**src/speh_map.vh**
```
`ifndef SPEH_MAP_VH
`define SPEH_MAP_VH
// Interrupt mode encodings
`define SPEH_IRQM_READY 2'h0
`define SPEH_IRQM_SYNCERR 2'h3
// Element geometry defaults
`define SPEH_WORD_BITS 8
`define SPEH_CNT_W 6
// Overrun may only appear once this many elements have arrived
`define SPEH_MIN_ELEMS_OVR 2'h3
// Reset values
`define SPEH_ZERO_WORD 32'h0000_0000
`endif

```
**src/speh_serial_port.v**
```verilog
`timescale 1ns/10ps
`include "speh_map.vh"
// Overview of operation
// Overrun flag sets when data unread, buffer full and shifter full together.
// Shifter moves to buffer only when buffer free; otherwise shifter overwritten.
// Overrun cannot set before three elements received since receiver reset.
// Host reads received data at least 2.5 bit clocks before third element ends.
// Overrun clears on data read or receiver reset; restart needs new sync.
// Receive sync is unexpected when it comes too early before last bit.
// Receive sync ignore set: unexpected syncs ignored, reception continues.
// First sync after reset or overrun clear, or in gap, is normal.
// Unexpected receive sync sets error flag; software writes set or clear it.
// Receive interrupt mode 11b routes receive sync error to interrupt.
// Second write before copy replaces transmit data; old value never sent.
// Transmit interrupt mode 00b routes ready flag; host writes after ready.
// Empty asserts after shifter drained without reload, or after restart.
// Underflow resends old data each sync; empty clears on fresh copy.
// Copy-driven sync mode generates no sync until new data copied.
// On transmit reset release ready=1, empty low; early sync sends zeros.
// Controller pulses transmit reset after first enable; disable clears error.
// Transmit sync is unexpected when it comes too early before last bit.
// Transmit sync ignore set: unexpected syncs ignored, transmission continues.
// First transmit sync after reset, or in gap, is normal.
// Unexpected transmit sync sets error flag; software writes set or clear it.
// Transmit interrupt mode 11b routes transmit sync error to interrupt.
// Unignored unexpected receive sync aborts element and restarts reception.
// Unignored unexpected transmit sync restarts the same element after delay.
module speh_serial_port #(
  parameter WORD_BITS = `SPEH_WORD_BITS
) (
  input wire i_clk,
  input wire i_reset,
  // Pins to and from the external device
  input wire i_rx_bit_clock,
  input wire i_rx_frame_sync,
  input wire i_serial_in,
  input wire i_tx_bit_clock,
  input wire i_tx_frame_sync,
  output wire o_serial_out,
  output wire o_tx_frame_sync,
  // Control bits
  input wire i_rx_reset_n,
  input wire i_tx_reset_n,
  input wire i_rx_sync_ignore,
  input wire i_tx_sync_ignore,
  input wire [1:0] i_rx_data_delay,
  input wire [1:0] i_tx_data_delay,
  input wire [1:0] i_rx_irq_mode,
  input wire [1:0] i_tx_irq_mode,
  input wire i_tx_sync_source_sel,
  input wire i_tx_sync_gen_mode,
  // Host data access
  input wire i_rx_data_rd,
  output wire [WORD_BITS-1:0] o_rx_data,
  input wire i_tx_data_wr,
  input wire [WORD_BITS-1:0] i_tx_data,
  // Software access to the sync error flags
  input wire i_rx_sync_err_wr,
  input wire i_rx_sync_err_wdata,
  input wire i_tx_sync_err_wr,
  input wire i_tx_sync_err_wdata,
  // Status
  output wire o_rx_ready_flag,
  output wire o_rx_overrun_flag,
  output wire o_rx_sync_error_flag,
  output wire o_tx_ready_flag,
  output wire o_tx_empty_n,
  output wire o_tx_sync_error_flag,
  output wire o_rx_irq,
  output wire o_tx_irq,
  output wire o_tx_dma_event
);
  localparam CW = `SPEH_CNT_W;
  localparam [31:0] LAST_BIT_W = WORD_BITS - 1;
  localparam [CW-1:0] LAST_BIT = LAST_BIT_W[CW-1:0];
  // Frame phase states
  localparam [1:0] ST_IDLE = 2'h0;
  localparam [1:0] ST_DELAY = 2'h1;
  localparam [1:0] ST_DATA = 2'h2;

  wire [4:0] pins_s;
  reg rclk_d_reg;
  reg tclk_d_reg;
  speh_sync2 #(.W(5)) u_sync (
    .i_clk(i_clk),
    .i_reset(i_reset),
    .i_async({i_rx_bit_clock, i_rx_frame_sync, i_serial_in, i_tx_bit_clock, i_tx_frame_sync}),
    .o_sync(pins_s)
  );
  wire rclk_s = pins_s[4];
  wire rfs_s = pins_s[3];
  wire din_s = pins_s[2];
  wire tclk_s = pins_s[1];
  wire tfs_s = pins_s[0];
  // Receive samples on falling edge, transmit drives on rising edge
  wire rx_edge = rclk_d_reg & ~rclk_s;
  wire tx_edge = ~tclk_d_reg & tclk_s;
  always @(posedge i_clk) begin
    if (i_reset) begin
      rclk_d_reg <= 1'b0;
      tclk_d_reg <= 1'b0;
    end else begin
      rclk_d_reg <= rclk_s;
      tclk_d_reg <= tclk_s;
    end
  end

  // ---------------- Receiver ----------------
  reg [1:0] rst_reg;
  reg [CW-1:0] rcnt_reg;
  reg [WORD_BITS-1:0] rsr_reg;
  reg [WORD_BITS-1:0] rbr_reg;
  reg [WORD_BITS-1:0] drr_reg;
  reg rsr_full_reg;
  reg rbr_full_reg;
  reg rx_ready_flag_reg;
  reg rx_overrun_flag_reg;
  reg rwait_reg;
  reg [1:0] relem_reg;
  reg rx_sync_error_flag_reg;
  wire rx_run = ~i_reset & i_rx_reset_n;
  // Early sync: sync lands while data bits remain beyond the delay window
  wire [CW-1:0] r_left = LAST_BIT - rcnt_reg;
  wire r_early = (rst_reg == ST_DATA) && (r_left >= {{(CW-2){1'b0}}, i_rx_data_delay});
  wire r_sync = rx_edge & rfs_s;
  wire r_unexp = r_sync & r_early & ~rwait_reg;
  wire r_accept = r_sync & ~(r_early & ~rwait_reg);
  wire r_done = rx_edge & (rst_reg == ST_DATA) & (rcnt_reg == LAST_BIT) & ~r_unexp;
  wire r_copy_ok = ~rbr_full_reg;
  // Buffer to data copy allowed once host has read the previous word
  wire rb2d = rbr_full_reg & ~rx_ready_flag_reg;
  // Receive framing and shifting
  always @(posedge i_clk) begin
    if (~rx_run) begin
      rst_reg <= ST_IDLE;
      rcnt_reg <= {CW{1'b0}};
      rsr_reg <= {WORD_BITS{1'b0}};
      rsr_full_reg <= 1'b0;
      rwait_reg <= 1'b1;
      relem_reg <= 2'h0;
    end else begin
      if (rx_overrun_flag_reg && i_rx_data_rd) begin
        rwait_reg <= 1'b1;
      end
      if (r_unexp && !i_rx_sync_ignore) begin
        // Abort element, discard shifter content
        rst_reg <= (i_rx_data_delay == 2'h0) ? ST_DATA : ST_DELAY;
        rcnt_reg <= {CW{1'b0}};
        rsr_full_reg <= 1'b0;
      end else if (r_accept && !(r_early && i_rx_sync_ignore)) begin
        rst_reg <= (i_rx_data_delay == 2'h0) ? ST_DATA : ST_DELAY;
        rcnt_reg <= {CW{1'b0}};
        rwait_reg <= 1'b0;
      end else if (rx_edge) begin
        case (rst_reg)
          ST_DELAY: begin
            if (rcnt_reg[1:0] + 2'h1 >= i_rx_data_delay) begin
              rst_reg <= ST_DATA;
              rcnt_reg <= {CW{1'b0}};
            end else begin
              rcnt_reg <= rcnt_reg + 1'b1;
            end
          end
          ST_DATA: begin
            rsr_reg <= {rsr_reg[WORD_BITS-2:0], din_s};
            if (rcnt_reg == LAST_BIT) begin
              rst_reg <= ST_IDLE;
              rcnt_reg <= {CW{1'b0}};
              rsr_full_reg <= 1'b1;
              if (relem_reg != `SPEH_MIN_ELEMS_OVR) begin
                relem_reg <= relem_reg + 2'h1;
              end
            end else begin
              rcnt_reg <= rcnt_reg + 1'b1;
            end
          end
          default: rst_reg <= ST_IDLE;
        endcase
      end
      // Shifter drains into a free buffer, else next element overwrites it
      if (rsr_full_reg && r_copy_ok && !r_done) begin
        rsr_full_reg <= 1'b0;
      end
      if (rx_overrun_flag_reg && i_rx_data_rd) begin
        rst_reg <= ST_IDLE; // Read during overrun ends any frame; a new sync restarts
      end
    end
  end
  // Buffer, data register, ready and overrun
  always @(posedge i_clk) begin
    if (~rx_run) begin
      rbr_reg <= {WORD_BITS{1'b0}};
      drr_reg <= {WORD_BITS{1'b0}};
      rbr_full_reg <= 1'b0;
      rx_ready_flag_reg <= 1'b0;
      rx_overrun_flag_reg <= 1'b0;
    end else begin
      if (rsr_full_reg && r_copy_ok) begin
        rbr_reg <= rsr_reg;
        rbr_full_reg <= 1'b1;
      end else if (rb2d) begin
        rbr_full_reg <= 1'b0;
      end
      if (rb2d) begin
        drr_reg <= rbr_reg;
        rx_ready_flag_reg <= 1'b1;
      end else if (i_rx_data_rd) begin
        rx_ready_flag_reg <= 1'b0;
      end
      // Read clears; read wins over a fresh overrun set in the same cycle
      if (i_rx_data_rd) begin
        rx_overrun_flag_reg <= 1'b0;
      end else if (rx_ready_flag_reg && rbr_full_reg && rsr_full_reg
                   && relem_reg == `SPEH_MIN_ELEMS_OVR) begin
        rx_overrun_flag_reg <= 1'b1;
      end
    end
  end
  // Receive sync error flag: hardware set wins over software clear
  always @(posedge i_clk) begin
    if (~rx_run) begin
      rx_sync_error_flag_reg <= 1'b0;
    end else if (r_unexp && !i_rx_sync_ignore) begin
      rx_sync_error_flag_reg <= 1'b1;
    end else if (i_rx_sync_err_wr) begin
      rx_sync_error_flag_reg <= i_rx_sync_err_wdata;
    end
  end

  // ---------------- Transmitter ----------------
  reg [1:0] tst_reg;
  reg [CW-1:0] tcnt_reg;
  reg [WORD_BITS-1:0] dxr_reg;
  reg [WORD_BITS-1:0] xsr_reg;
  reg [WORD_BITS-1:0] xcur_reg;
  reg dxr_new_reg;
  reg tx_ready_flag_reg;
  reg tx_empty_n_n_reg;
  reg tstarted_reg;
  reg tx_sync_error_flag_reg;
  reg dout_reg;
  reg gen_fs_reg;
  wire tx_run = ~i_reset & i_tx_reset_n;
  wire copy_mode = i_tx_sync_source_sel & ~i_tx_sync_gen_mode;
  // Copy mode makes its own sync; the pin is used otherwise
  wire t_fs = copy_mode ? gen_fs_reg : tfs_s;
  wire [CW-1:0] t_left = LAST_BIT - tcnt_reg;
  wire t_early = tstarted_reg && (tst_reg == ST_DATA)
                 && (t_left >= {{(CW-2){1'b0}}, i_tx_data_delay});
  wire t_sync = tx_edge & t_fs;
  wire t_unexp = t_sync & t_early;
  wire t_norm = t_sync & ~t_early;
  // Copy into shifter happens at an accepted frame start with new data pending
  wire t_copy = t_norm & dxr_new_reg;
  always @(posedge i_clk) begin
    if (~tx_run) begin
      tst_reg <= ST_IDLE;
      tcnt_reg <= {CW{1'b0}};
      xsr_reg <= {WORD_BITS{1'b0}};
      xcur_reg <= {WORD_BITS{1'b0}};
      dxr_reg <= {WORD_BITS{1'b0}};
      dxr_new_reg <= 1'b0;
      tx_ready_flag_reg <= 1'b1;
      tx_empty_n_n_reg <= 1'b0;
      tstarted_reg <= 1'b0;
      dout_reg <= 1'b0;
      gen_fs_reg <= 1'b0;
    end else begin
      if (tx_edge) gen_fs_reg <= 1'b0; // Held until the bit clock can see it
      if (i_tx_data_wr) begin
        dxr_reg <= i_tx_data;
        dxr_new_reg <= 1'b1;
        tx_ready_flag_reg <= 1'b0;
        // No sync in copy mode until host supplies data
        if (copy_mode && tst_reg == ST_IDLE) begin
          gen_fs_reg <= 1'b1;
        end
      end
      if (t_unexp && !i_tx_sync_ignore) begin
        // Restart the same element after the delay
        xsr_reg <= xcur_reg;
        tst_reg <= (i_tx_data_delay == 2'h0) ? ST_DATA : ST_DELAY;
        tcnt_reg <= {CW{1'b0}};
      end else if (t_norm) begin
        tstarted_reg <= 1'b1;
        tst_reg <= (i_tx_data_delay == 2'h0) ? ST_DATA : ST_DELAY;
        tcnt_reg <= {CW{1'b0}};
        if (t_copy) begin
          xsr_reg <= dxr_reg;
          xcur_reg <= dxr_reg;
          dxr_new_reg <= i_tx_data_wr;
          tx_ready_flag_reg <= ~i_tx_data_wr; // Write landing with the copy is still pending
          tx_empty_n_n_reg <= 1'b1;
        end else begin
          // Underflow resends old data; zeros before any load
          xsr_reg <= dxr_reg;
          xcur_reg <= dxr_reg;
        end
      end else if (tx_edge) begin
        case (tst_reg)
          ST_DELAY: begin
            if (tcnt_reg[1:0] + 2'h1 >= i_tx_data_delay) begin
              tst_reg <= ST_DATA;
              tcnt_reg <= {CW{1'b0}};
            end else begin
              tcnt_reg <= tcnt_reg + 1'b1;
            end
          end
          ST_DATA: begin
            dout_reg <= xsr_reg[WORD_BITS-1];
            xsr_reg <= {xsr_reg[WORD_BITS-2:0], 1'b0};
            if (tcnt_reg == LAST_BIT) begin
              tst_reg <= ST_IDLE;
              tcnt_reg <= {CW{1'b0}};
              if (!dxr_new_reg && !i_tx_data_wr) begin
                tx_empty_n_n_reg <= 1'b0;
              end
            end else begin
              tcnt_reg <= tcnt_reg + 1'b1;
            end
          end
          default: dout_reg <= 1'b0;
        endcase
      end
    end
  end
  // Transmit sync error flag, cleared while transmitter disabled
  always @(posedge i_clk) begin
    if (~tx_run) begin
      tx_sync_error_flag_reg <= 1'b0;
    end else if (t_unexp && !i_tx_sync_ignore) begin
      tx_sync_error_flag_reg <= 1'b1;
    end else if (i_tx_sync_err_wr) begin
      tx_sync_error_flag_reg <= i_tx_sync_err_wdata;
    end
  end

  assign o_rx_data = drr_reg;
  assign o_serial_out = dout_reg;
  assign o_tx_frame_sync = gen_fs_reg;
  assign o_rx_ready_flag = rx_ready_flag_reg;
  assign o_rx_overrun_flag = rx_overrun_flag_reg;
  assign o_rx_sync_error_flag = rx_sync_error_flag_reg;
  assign o_tx_ready_flag = tx_ready_flag_reg;
  assign o_tx_empty_n = tx_empty_n_n_reg;
  assign o_tx_sync_error_flag = tx_sync_error_flag_reg;
  assign o_tx_dma_event = tx_ready_flag_reg & tx_run;
  // Interrupt routing by mode
  assign o_rx_irq = (i_rx_irq_mode == `SPEH_IRQM_SYNCERR) ? rx_sync_error_flag_reg
                  : (i_rx_irq_mode == `SPEH_IRQM_READY) ? rx_ready_flag_reg : 1'b0;
  assign o_tx_irq = (i_tx_irq_mode == `SPEH_IRQM_SYNCERR) ? tx_sync_error_flag_reg
                  : (i_tx_irq_mode == `SPEH_IRQM_READY) ? tx_ready_flag_reg : 1'b0;
endmodule // speh_serial_port

```
**src/speh_sync2.v**
```verilog
`timescale 1ns/10ps
// Two-flop synchroniser for pin inputs, width parameterised
module speh_sync2 #(
  parameter W = 1
) (
  input wire i_clk,
  input wire i_reset,
  input wire [W-1:0] i_async,
  output wire [W-1:0] o_sync
);
  reg [W-1:0] meta_reg;
  reg [W-1:0] sync_reg;
  // First stage read only by the second
  always @(posedge i_clk) begin
    if (i_reset) begin
      meta_reg <= {W{1'b0}};
      sync_reg <= {W{1'b0}};
    end else begin
      meta_reg <= i_async;
      sync_reg <= meta_reg;
    end
  end
  assign o_sync = sync_reg;
endmodule // speh_sync2

```
**config.mk**
```make
export PLATFORM = sky130hd
export DESIGN_NAME = speh_serial_port
export DESIGN_NICKNAME = d
export VERILOG_FILES = /design/src/speh_serial_port.v /design/src/speh_sync2.v
export VERILOG_INCLUDE_DIRS = /design/src
export SDC_FILE = /design/constraint.sdc
export NUM_CORES = 1
export LEC_CHECK = 0
export BUFFER_PORTS_ARGS = -buffer_cell sky130_fd_sc_hd__buf_2
export CAP_MARGIN = 0
export CORE_MARGIN = 8
export CORE_UTILIZATION = 30
export DETAILED_ROUTE_END_ITERATION = 8
export HOLD_SLACK_MARGIN = 0.12
export PLACE_DENSITY = 0.58
export SLEW_MARGIN = 20
export SYNTH_ARGS = -nofsm -noshare
export SYNTH_HDL_FRONTEND = slang
export SYNTH_SLANG_ARGS = --single-unit
```
**constraint.sdc**
```tcl
create_clock -name i_clk -period 3.05 [get_ports i_clk]
set_input_delay 0.1525 -clock i_clk [delete_from_list [all_inputs] [get_ports i_clk]]
set_output_delay 0.1525 -clock i_clk [all_outputs]
set_load 0.05 [all_outputs]
```
==> results of run 1 <==
-- worst register-to-register path, delay by kind of cell (launching register included) --
kind | cells | cell delay, ns
AO/OA/AOI/OAI | 3 | 0.93
AND/OR/NAND/NOR | 2 | 0.59
flip-flops | 1 | 0.40
buffers and inverters | 2 | 0.26
adder cells (fa/ha/maj) | 1 | 0.26
-- where the power goes --
| part | leakage, uW | internal [uW] | switching [uW] |
|---|---|---|---|
| sequential | 0.000737 | 1200 | 9.26 |
| combinational | 0.00114 | 64.3 | 80.6 |
| clock | 0.000153 | 658 | 515 |
| total | 0.00203 | 1920 | 605 |
-- path summary, 6_finish.rpt --
path                                      start                          end  slack (ns)  cells past startpoint
setup / recovery       tcnt_reg[3]$_SDFFE_PP0P_     tcnt_reg[3]$_SDFFE_PP0P_        0.47                      8
hold reg to reg   u_sync.meta_reg[3]$_SDFF_PP0_  u_sync.o_sync[3]$_SDFF_PP0_        0.44                      1
hold / removal                     i_rx_reset_n         rwait_reg$_SDFF_PN1_        0.14                      3
setup reg to reg       tcnt_reg[3]$_SDFFE_PP0P_     tcnt_reg[3]$_SDFFE_PP0P_        0.47                      8
-- through the flow --
stage	total power, uW	hold WS, ns	instances	setup WS [ns]	area, um^2
6_report	2530	0.140	730	0.469	5080
5_1_grt	2630	0.131	730	0.324	5080
4_1_cts	2570	0.123	730	0.443	5080
3_5_place_dp	1370	0.371	697	0.478	4590
3_3_place_gp	1360	0.373	697	0.522	4590
2_1_floorplan	1320	0.224	480	0.735	4160
-- cell type report --
class	count	area, um^2
Timing Repair Buffer	75	473
Clock inverter	7	93.8
Fill cell	1402	8640
Clock buffer	9	225
Sequential cell	91	1820
Inverter	15	56.3
Tap cell	180	225
Multi-Input combinational cell	353	2190
-- Yosys cell counts (2+ instances only) --
library cell / n
nand2_1: 58
nor2b_1: 21
dfxtp_1: 91
a21o_1: 7
or3b_2: 2
nand4_1: 2
a31oi_1: 3
or4b_1: 3
nor3_1: 6
buf_1: 4
xor2_1: 6
and2_1: 3
ha_1: 18
nor4_1: 2
a22oi_1: 7
o211ai_1: 2
nand3b_1: 2
o21ai_0: 11
nor2_1: 57
nand3_1: 21
a211o_1: 2
o21a_1: 3
a211oi_1: 4
or3_1: 2
mux2i_1: 28
nand2b_1: 12
a31o_2: 2
inv_1: 15
a21oi_1: 43
buf_6: 2
mux2_2: 2
clkbuf_1: 14
xnor2_1: 5
-- per-layer routing --
metal | GRT usage, % | vias up | share of wire [%]
li1 | - | 1780 | -
met1 | 12.3 | 1636 | 45
met2 | 19.2 | 79 | 47
met3 | 4.64 | 13 | 6.1
met4 | 4.12 | 0 | 1.6
met5 | 0 | - | 0
-- cell families (layout without fill, tap and decap cells) --
logic type / Yosys count / after routing
simple gates: 197 / 197
compound gates: 97 / 97
flops: 91 / 91
buf+inv: 36 / 106
mux: 30 / 30
fa+ha+maj: 18 / 18
xor+xnor: 11 / 11
-- what timing repair did --
item	CTS	global route
setup endpoints to repair	0	0
hold buffers	17	0
hold endpoints to repair	18	0
==> impl_metrics.py, run 1 <==
metrics = {
    "flow_run": {
        "cap_violations": 0,
    },
    "critical_path": {
        "cp.required_ns": 3.28,
        "cp.arrival_ns": 2.81,
        "slowest_stage": "or4b_1",
        "path_buf_inv": 2,
        "critPathKind": "flip-flop to flip-flop",
        "end_kind": "flip-flop",
        "cp-start-kind": "flip-flop",
        "cp_cell_sequence": "inv_1, ha_1, or4b_1, a211o_1, buf_4, a311o_1, o211ai_1, nor2_1",
        "path_max_fanout": 17,
        "critPathMaxStageDelay_ns": 0.50,
        "crit_family": "compound AO/OA/AOI/OAI gates",
    },
    "logic_synthesis": {
        "synth_top_area_share_pct": 43.8,
        "synth_cells": 480,
        "synth_edf_count": 0,
        "synthTopCellsByArea": "dfxtp_1 (44%), mux2i_1 (6.7%), ha_1 (5.4%), nand2_1 (5.2%), a21oi_1 (5.2%)",
        "synth_compound_area_share_pct": 14.9,
        "synthMuxAreaShare_pct": 7.28,
        "synth_xor_area_share_pct": 2.32,
        "async_reset_ff_share_pct": 0,
        "synthSimpleGateAreaFrac_pct": 22.7,
        "synth.avg_cell_area_um2": 8.67,
        "synth_cell_types": 53,
        "ys_ff_latch": 91,
        "syn_area_um2": 4160,
        "synth_top_family_by_area": "simple AND/OR/NAND/NOR gates",
        "synth-adder-area-share_pct": 5.41,
        "ys.flop_type": "dfxtp_1",
        "synth_top_area_cell": "dfxtp_1",
        "postSynthNetCount": 533,
        "yosysWarnings": 0,
        "seq_area_frac_synth_pct": 43.8,
    },
    "clocking": {
        "cts_tree": "built",
        "clkTransAtPathRegs_ns": 0.07,
        "insertion_delay_ns": 0.35,
        "cts_root_buffer": "clkbuf_16",
        "clockBufferDepth": 2,
        "cts_setup_buffers": 0,
        "cts.sinks": 91,
        "ctsResizeCount": 0,
        "cts_made_buffers": 9,
        "htree_levels": 3,
    },
    "global_route": {
        "grt_pass1_wl_mm": 16.4,
        "first_global_vias": 3602,
        "antenna_found_initial": 0,
        "grt.overflow.total": 0,
        "grt_usage_pct": 11.3,
        "grt_start_max_net_pins": 23,
    },
    "sta": {
        "maxSlewViolCount": 0,
        "finalHoldViolations": 0,
        "post-route-period-util_pct": 84.6,
        "maxSlewHeadroom_pct": 48.1,
        "period_minus_slack_ns": 2.58,
        "setup_violations": 0,
        "setup_tns_ns": 0,
        "tightest_slew_ns": 0.772,
        "fin_worst_skew_ns": 0.00838,
        "rsz0062_at_grt": "no",
        "timing.fmax_ghz": 0.388,
    },
    "detailed_routing": {
        "firstDrtPassIters": 7,
        "wl_mm": 9.57,
        "num_vias": 3508,
        "postRouteAntennaNets": 0,
        "wl_per_cell_um": 13.1,
        "post-route-drc-count": 0,
        "drt_iter0_drc": 172,
        "viasPerCell": 4.81,
    },
    "layout": {
        "syn2layout_area_growth_pct": 22.2,
        "final_util_pct": 37.1,
        "final_nets": 598,
        "layout_commonest_cell": "dfxtp_1",
        "final_cell_mix": "dfxtp_1 (91), nand2_1 (58), nor2_1 (57), buf_2 (53), a21oi_1 (43)",
        "drive_gt1_share_pct": 15.6,
        "diodes": 0,
    },
    "floorplan": {
        "row_count": 43,
        "fp.dieH_um": 134,
        "die-width_um": 134,
        "core-area_um2": 13700,
        "dieArea_um2": 17900,
        "start_util_pct": 30.3,
        "ios": 54,
    },
    "min_path": {
        "hp-class": "input pin to flip-flop",
    },
    "place": {
        "port_buffers": 53,
        "gp_congestion": 0.812,
        "dp_hpwl_mm": 6.90,
    },
    "outcome": {
        "status": "finished, final reports clean",
    },
    "pwr": {
        "power_density_nw_per_um2": 497,
        "p_leak_uw": 0.00203,
        "ir_drop_mv": 0.311,
    },
}
(Power assumes the default switching activity.)
==> inputs of run 2 (changes only) <==
clock period = 2.5 ns   (was 3.05 ns; I/O delays follow)
==> impl_metrics.py, run 2 (same netlist as run 1, synthesis figures left out) <==
metrics = {
    "outcome": {
        "status": "finished, final reports clean",
    },
    "sta": {
        "tightest_slew_ns": 0.726,
        "finalHoldViolations": 0,
        "fin_ws_ns": 0.140,
        "timing.fmax_ghz": 0.424,
        "setup_tns_ns": 0,
        "maxSlewViolCount": 0,
        "maxSlewHeadroom_pct": 51.2,
        "fin_worst_skew_ns": 0.00737,
        "rsz0062_at_grt": "no",
        "setup_violations": 0,
        "post-route-period-util_pct": 94.4,
        "period_minus_slack_ns": 2.36,
    },
    "critical_path": {
        "r2r-start": "tcnt_reg[4]$_SDFFE_PP0P_",
        "path_max_fanout": 5,
        "cp.arrival_ns": 2.59,
        "critPathKind": "flip-flop to flip-flop",
        "reg2reg_depth": 7,
        "cp.required_ns": 2.73,
        "cp_cell_sequence": "inv_1, ha_1, or4b_1, a211o_1, a311o_1, o211ai_1, nor2_1",
        "cp-start-kind": "flip-flop",
        "worstReg2RegEnd": "tcnt_reg[3]$_SDFFE_PP0P_",
        "end_kind": "flip-flop",
        "reg2reg_slack_ns": 0.14,
        "critPathMaxStageDelay_ns": 0.50,
        "slowest_stage": "or4b_1",
    },
    "place": {
        "dp_hpwl_mm": 7.04,
        "place_area_um2": 4620,
        "dp_slack_ns": 0.161,
        "port_buffers": 53,
        "gp_congestion": 0.801,
    },
    "floorplan": {
        "row_count": 43,
        "start_util_pct": 30.3,
        "core-area_um2": 13700,
        "die-width_um": 134,
        "dieArea_um2": 17900,
        "ios": 54,
        "fp.dieH_um": 134,
    },
    "min_path": {
        "holdPathEnd": "rst_reg[1]$_SDFFE_PP0P_",
        "hp-start": "i_rx_data_delay[0]",
        "hp-class": "input pin to flip-flop",
        "holdPathStages": 4,
    },
    "flow_run": {
        "cap_violations": 0,
    },
    "clocking": {
        "cts_setup_buffers": 0,
        "htree_levels": 3,
        "cts_made_buffers": 9,
        "cts.sinks": 91,
        "cts_root_buffer": "clkbuf_16",
        "insertion_delay_ns": 0.35,
        "clkTransAtPathRegs_ns": 0.07,
        "cts_tree": "built",
        "clockBufferDepth": 2,
    },
    "layout": {
        "multiInputGateArea_um2": 2200,
        "final_nets": 606,
        "nFillCells": 1412,
        "fin_area_um2": 5160,
        "layout_commonest_cell": "dfxtp_1",
        "diodes": 0,
        "drive_gt1_share_pct": 16.3,
        "final_util_pct": 37.6,
        "syn2layout_area_growth_pct": 23.9,
        "seqCellArea_um2": 1820,
        "final_cell_mix": "dfxtp_1 (91), nand2_1 (58), nor2_1 (57), buf_2 (53), a21oi_1 (43)",
    },
    "pwr": {
        "p_leak_uw": 0.00206,
        "power_density_nw_per_um2": 587,
        "ir_drop_mv": 0.273,
    },
    "detailed_routing": {
        "num_vias": 3469,
        "drt_iter0_drc": 223,
        "firstDrtPassIters": 4,
        "wl_per_cell_um": 13.1,
        "post-route-drc-count": 0,
        "wl_mm": 9.70,
        "postRouteAntennaNets": 0,
        "viasPerCell": 4.70,
    },
    "global_route": {
        "grt_pass1_wl_mm": 16.5,
        "antenna_found_initial": 0,
        "grt.overflow.total": 0,
        "grt_start_max_net_pins": 22,
        "grt_usage_pct": 11.3,
        "first_global_vias": 3498,
    },
}
## run 2: layout make-up
class	count	share of cell area, %
multi-input cells	353	42.7
flip-flops and latches	91	35.3
repair buffers	83	10.5
well taps	180	4.37
inverters	15	1.09
clock inverters	7	1.58
clock buffers	9	4.37
## run 2: routing by layer
layer  up-vias  wire (um)  GRT usage [%]
li1       1798          -              -
met1      1596       4370           13.0
met2        63       4660           18.9
met3        12        511           3.85
met4         0        160           4.49
met5         -          0              0
## run 2: worst max path at each step
stage / startpoint / to / slack [ns] / cells past startpoint
global route: tcnt_reg[4]$_SDFFE_PP0P_ / dxr_new_reg$_SDFF_PN0_ / 0.006 / 8
floorplan: tcnt_reg[3]$_SDFFE_PP0P_ / xcur_reg[4]$_SDFFE_PN0P_ / 0.19 / 9
detailed placement: tst_reg[0]$_SDFFE_PN0P_ / tst_reg[1]$_SDFFE_PN0P_ / 0.16 / 7
global placement: tcnt_reg[4]$_SDFFE_PP0P_ / dxr_new_reg$_SDFF_PN0_ / 0.19 / 8
finish: tcnt_reg[4]$_SDFFE_PP0P_ / tcnt_reg[3]$_SDFFE_PP0P_ / 0.14 / 7
CTS: tst_reg[0]$_SDFFE_PN0P_ / tst_reg[1]$_SDFFE_PN0P_ / 0.14 / 7
## run 2: critical path: cells and delay by family, from the launching register on
| family | cells | cell delay [ns] |
|---|---|---|
| DFF | 1 | 0.34 |
| and+or+nand+nor | 2 | 0.60 |
| adders and majority gates | 1 | 0.28 |
| buffers and inverters | 1 | 0.07 |
| AOI/OAI and AO/OA | 3 | 0.96 |
## run 2: timing repair
item	4_1_cts	5_1_grt
endpoints found under the setup margin	0	2
hold buffers	21	0
resized for setup	0	2
endpoints found under the hold margin	20	0
## run 2: stage by stage
step	std cells	total power, uW	hold slack (ns)
after floorplan	480	1610	0.197
after global placement	701	1660	0.344
after detailed placement	701	1670	0.348
after CTS	738	3070	0.126
after global routing	738	3160	0.154
final	738	3020	0.130
## run 2: power breakdown
group          switching [uW]  internal (uW)  total, uW
clock                     651            712       1360
combinational             101           84.0        185
sequential               12.2           1460       1480
total                     764           2260       3020
==> inputs of run 3 (changes only) <==
SYNTH_HIERARCHICAL = 1   (was not set)
==> impl_metrics.py, run 3 <==
metrics = {
    "pwr": {
        "p_leak_uw": 0.00198,
        "ir_drop_mv": 0.336,
        "power_density_nw_per_um2": 595,
    },
    "logic_synthesis": {
        "yosysMostFrequentCell": "dfxtp_1",
        "syn_area_um2": 3960,
        "synth_compound_area_share_pct": 16.2,
        "synth_cell_types": 52,
        "seq_area_frac_synth_pct": 46.0,
        "synth_common_cells": "dfxtp_1 (91), nand2_1 (77), a21oi_1 (49)",
        "synth_top_area_cell": "dfxtp_1",
        "ys_ff_latch": 91,
        "synth_top_family_by_area": "simple AND/OR/NAND/NOR gates",
        "synthMuxAreaShare_pct": 5.34,
        "synth.avg_cell_area_um2": 8.70,
        "synthTopCellsByArea": "dfxtp_1 (46%), nand2_1 (7.3%), a21oi_1 (6.2%), ha_1 (5.7%), mux2i_1 (5.1%)",
        "synthSimpleGateAreaFrac_pct": 21.1,
        "synth-adder-area-share_pct": 5.69,
        "synth_xor_area_share_pct": 2.21,
        "yosysWarnings": 6,
        "synth_top_area_share_pct": 46.0,
        "ys.flop_type": "dfxtp_1",
        "synth_cells": 455,
        "synth_edf_count": 0,
        "async_reset_ff_share_pct": 0,
        "postSynthNetCount": 508,
    },
    "global_route": {
        "use_met1_pct": 13.0,
        "grt_pass1_wl_mm": 15.5,
        "grt.met3_usage_pct": 3.94,
        "grt_busiest_layer": "met2",
        "grt.overflow.total": 0,
        "first_global_vias": 3401,
        "globalRouteMet2Util_pct": 19.2,
        "antenna_found_initial": 0,
        "grt_start_max_net_pins": 25,
        "grt_usage_pct": 11.4,
    },
    "layout": {
        "layout_commonest_cell": "dfxtp_1",
        "syn2layout_area_growth_pct": 28.4,
        "final_cell_mix": "dfxtp_1 (89), nand2_1 (76), buf_2 (53), a21oi_1 (48), nor2_1 (41)",
        "final_nets": 590,
        "seqCellArea_um2": 1820,
        "final_util_pct": 38.8,
        "diodes": 0,
        "drive_gt1_share_pct": 17.7,
        "nFillCells": 1320,
        "stdcell_count": 718,
        "multiInputGateArea_um2": 2040,
    },
    "detailed_routing": {
        "wl_mm": 9.27,
        "post-route-drc-count": 0,
        "viasPerCell": 4.71,
        "drt_iter0_drc": 148,
        "num_vias": 3380,
        "wl_per_cell_um": 12.9,
        "postRouteAntennaNets": 0,
        "firstDrtPassIters": 4,
    },
    "floorplan": {
        "start_util_pct": 30.2,
        "row_count": 42,
        "fp.dieH_um": 131,
        "core-area_um2": 13100,
        "dieArea_um2": 17100,
        "die-width_um": 131,
        "ios": 54,
    },
    "place": {
        "dp_slack_ns": 0.0447,
        "dp_hpwl_mm": 6.55,
        "place_inst": 674,
        "gp_congestion": 0.763,
        "port_buffers": 53,
    },
    "critical_path": {
        "cp-start-kind": "flip-flop",
        "path_max_fanout": 5,
        "cp.required_ns": 2.77,
        "cp_cell_sequence": "inv_2, ha_1, or4b_1, a221o_1, buf_6, a211oi_4, clkbuf_16, nand2_1, a31oi_1",
        "end_kind": "flip-flop",
        "critPathMaxStageDelay_ns": 0.50,
        "critPathKind": "flip-flop to flip-flop",
        "slowest_stage": "or4b_1",
        "cp.arrival_ns": 2.71,
    },
    "sta": {
        "timing.fmax_ghz": 0.410,
        "setup_violations": 0,
        "post-route-period-util_pct": 97.6,
        "maxSlewHeadroom_pct": 62.8,
        "rsz0062_at_grt": "yes",
        "maxSlewViolCount": 0,
        "fin_ws_ns": 0.0591,
        "period_minus_slack_ns": 2.44,
        "fin_worst_skew_ns": 0.00779,
        "tightest_slew_ns": 0.554,
        "finalHoldViolations": 0,
        "setup_tns_ns": 0,
    },
    "clocking": {
        "clockBufferDepth": 2,
        "cts_root_buffer": "clkbuf_16",
        "insertion_delay_ns": 0.34,
        "htree_levels": 3,
        "cts.sinks": 91,
        "cts_made_buffers": 9,
        "clkTransAtPathRegs_ns": 0.06,
        "cts_tree": "built",
    },
    "flow_run": {
        "cap_violations": 0,
    },
    "outcome": {
        "status": "finished, final reports clean",
    },
    "min_path": {
        "hp-class": "input pin to flip-flop",
    },
}
[run 3: timing repair]
item	4_1_cts	5_1_grt
resized for setup	0	12
endpoints found under the hold margin	23	0
hold buffers	24	0
endpoints found under the setup margin	0	20
buffers inserted	0	3
[run 3: final timing paths]
kind | endpoint | cells after the start | slack [ns] | start
worst max-delay path | xsr_reg[7]$_SDFFE_PN0P_ | 9 | 0.06 | tcnt_reg[4]$_SDFFE_PP0P_
worst min-delay path | tst_reg[1]$_SDFFE_PN0P_ | 4 | 0.18 | i_tx_data_delay[1]
worst max register to register | xsr_reg[7]$_SDFFE_PN0P_ | 9 | 0.06 | tcnt_reg[4]$_SDFFE_PP0P_
worst min register to register | u_sync/o_sync[2]$_SDFF_PP0_ | 1 | 0.44 | u_sync/meta_reg[2]$_SDFF_PP0_
[run 3: final cells by class]
class / instances / area share (%)
clock buffer: 10 / 4.51
clock inverter: 6 / 1.38
inverter: 17 / 1.26
multi-input combinational: 330 / 40.1
sequential: 91 / 35.9
tap: 176 / 4.33
timing repair buffer: 88 / 12.5
[run 3: logic make-up after synthesis]
logic type,Yosys count
xor gates and xnor gates,10
AOI/OAI and AO/OA,102
buffers and inverters,34
muxes,21
adders and majority gates,18
DFF,91
and+or+nand+nor,179
[run 3: worst max-delay path, delay by kind of cell (launching register included)]
| family | cells | cell delay [ns] |
|---|---|---|
| AOI/OAI and AO/OA | 3 | 0.77 |
| and+or+nand+nor | 2 | 0.58 |
| buffers and inverters | 3 | 0.41 |
| DFF | 1 | 0.34 |
| adders and majority gates | 1 | 0.28 |
[run 3: through the flow]
stage / total power [uW] / hold WS (ns) / area [um^2]
after global routing: 3170 / 0.159 / 5080
after CTS: 3080 / 0.142 / 4980
after global placement: 1650 / 0.354 / 4440
final: 3020 / 0.178 / 5080
after detailed placement: 1650 / 0.350 / 4440
after floorplan: 1590 / 0.197 / 3960
[run 3: report_power, final]
part / total, uW / internal (uW) / switching [uW] / leakage, uW
combinational: 177 / 83.1 / 93.6 / 0.00110
clock: 1370 / 786 / 587 / 0.000148
sequential: 1480 / 1470 / 9.73 / 0.000738
total: 3020 / 2330 / 690 / 0.00198
[run 3: routing by layer]
layer  share of wire (%)  vias up
li1                    -     1736
met2                  47       69
met5                   0        -
met4                 1.8        0
met3                 5.9       17
met1                  45     1558
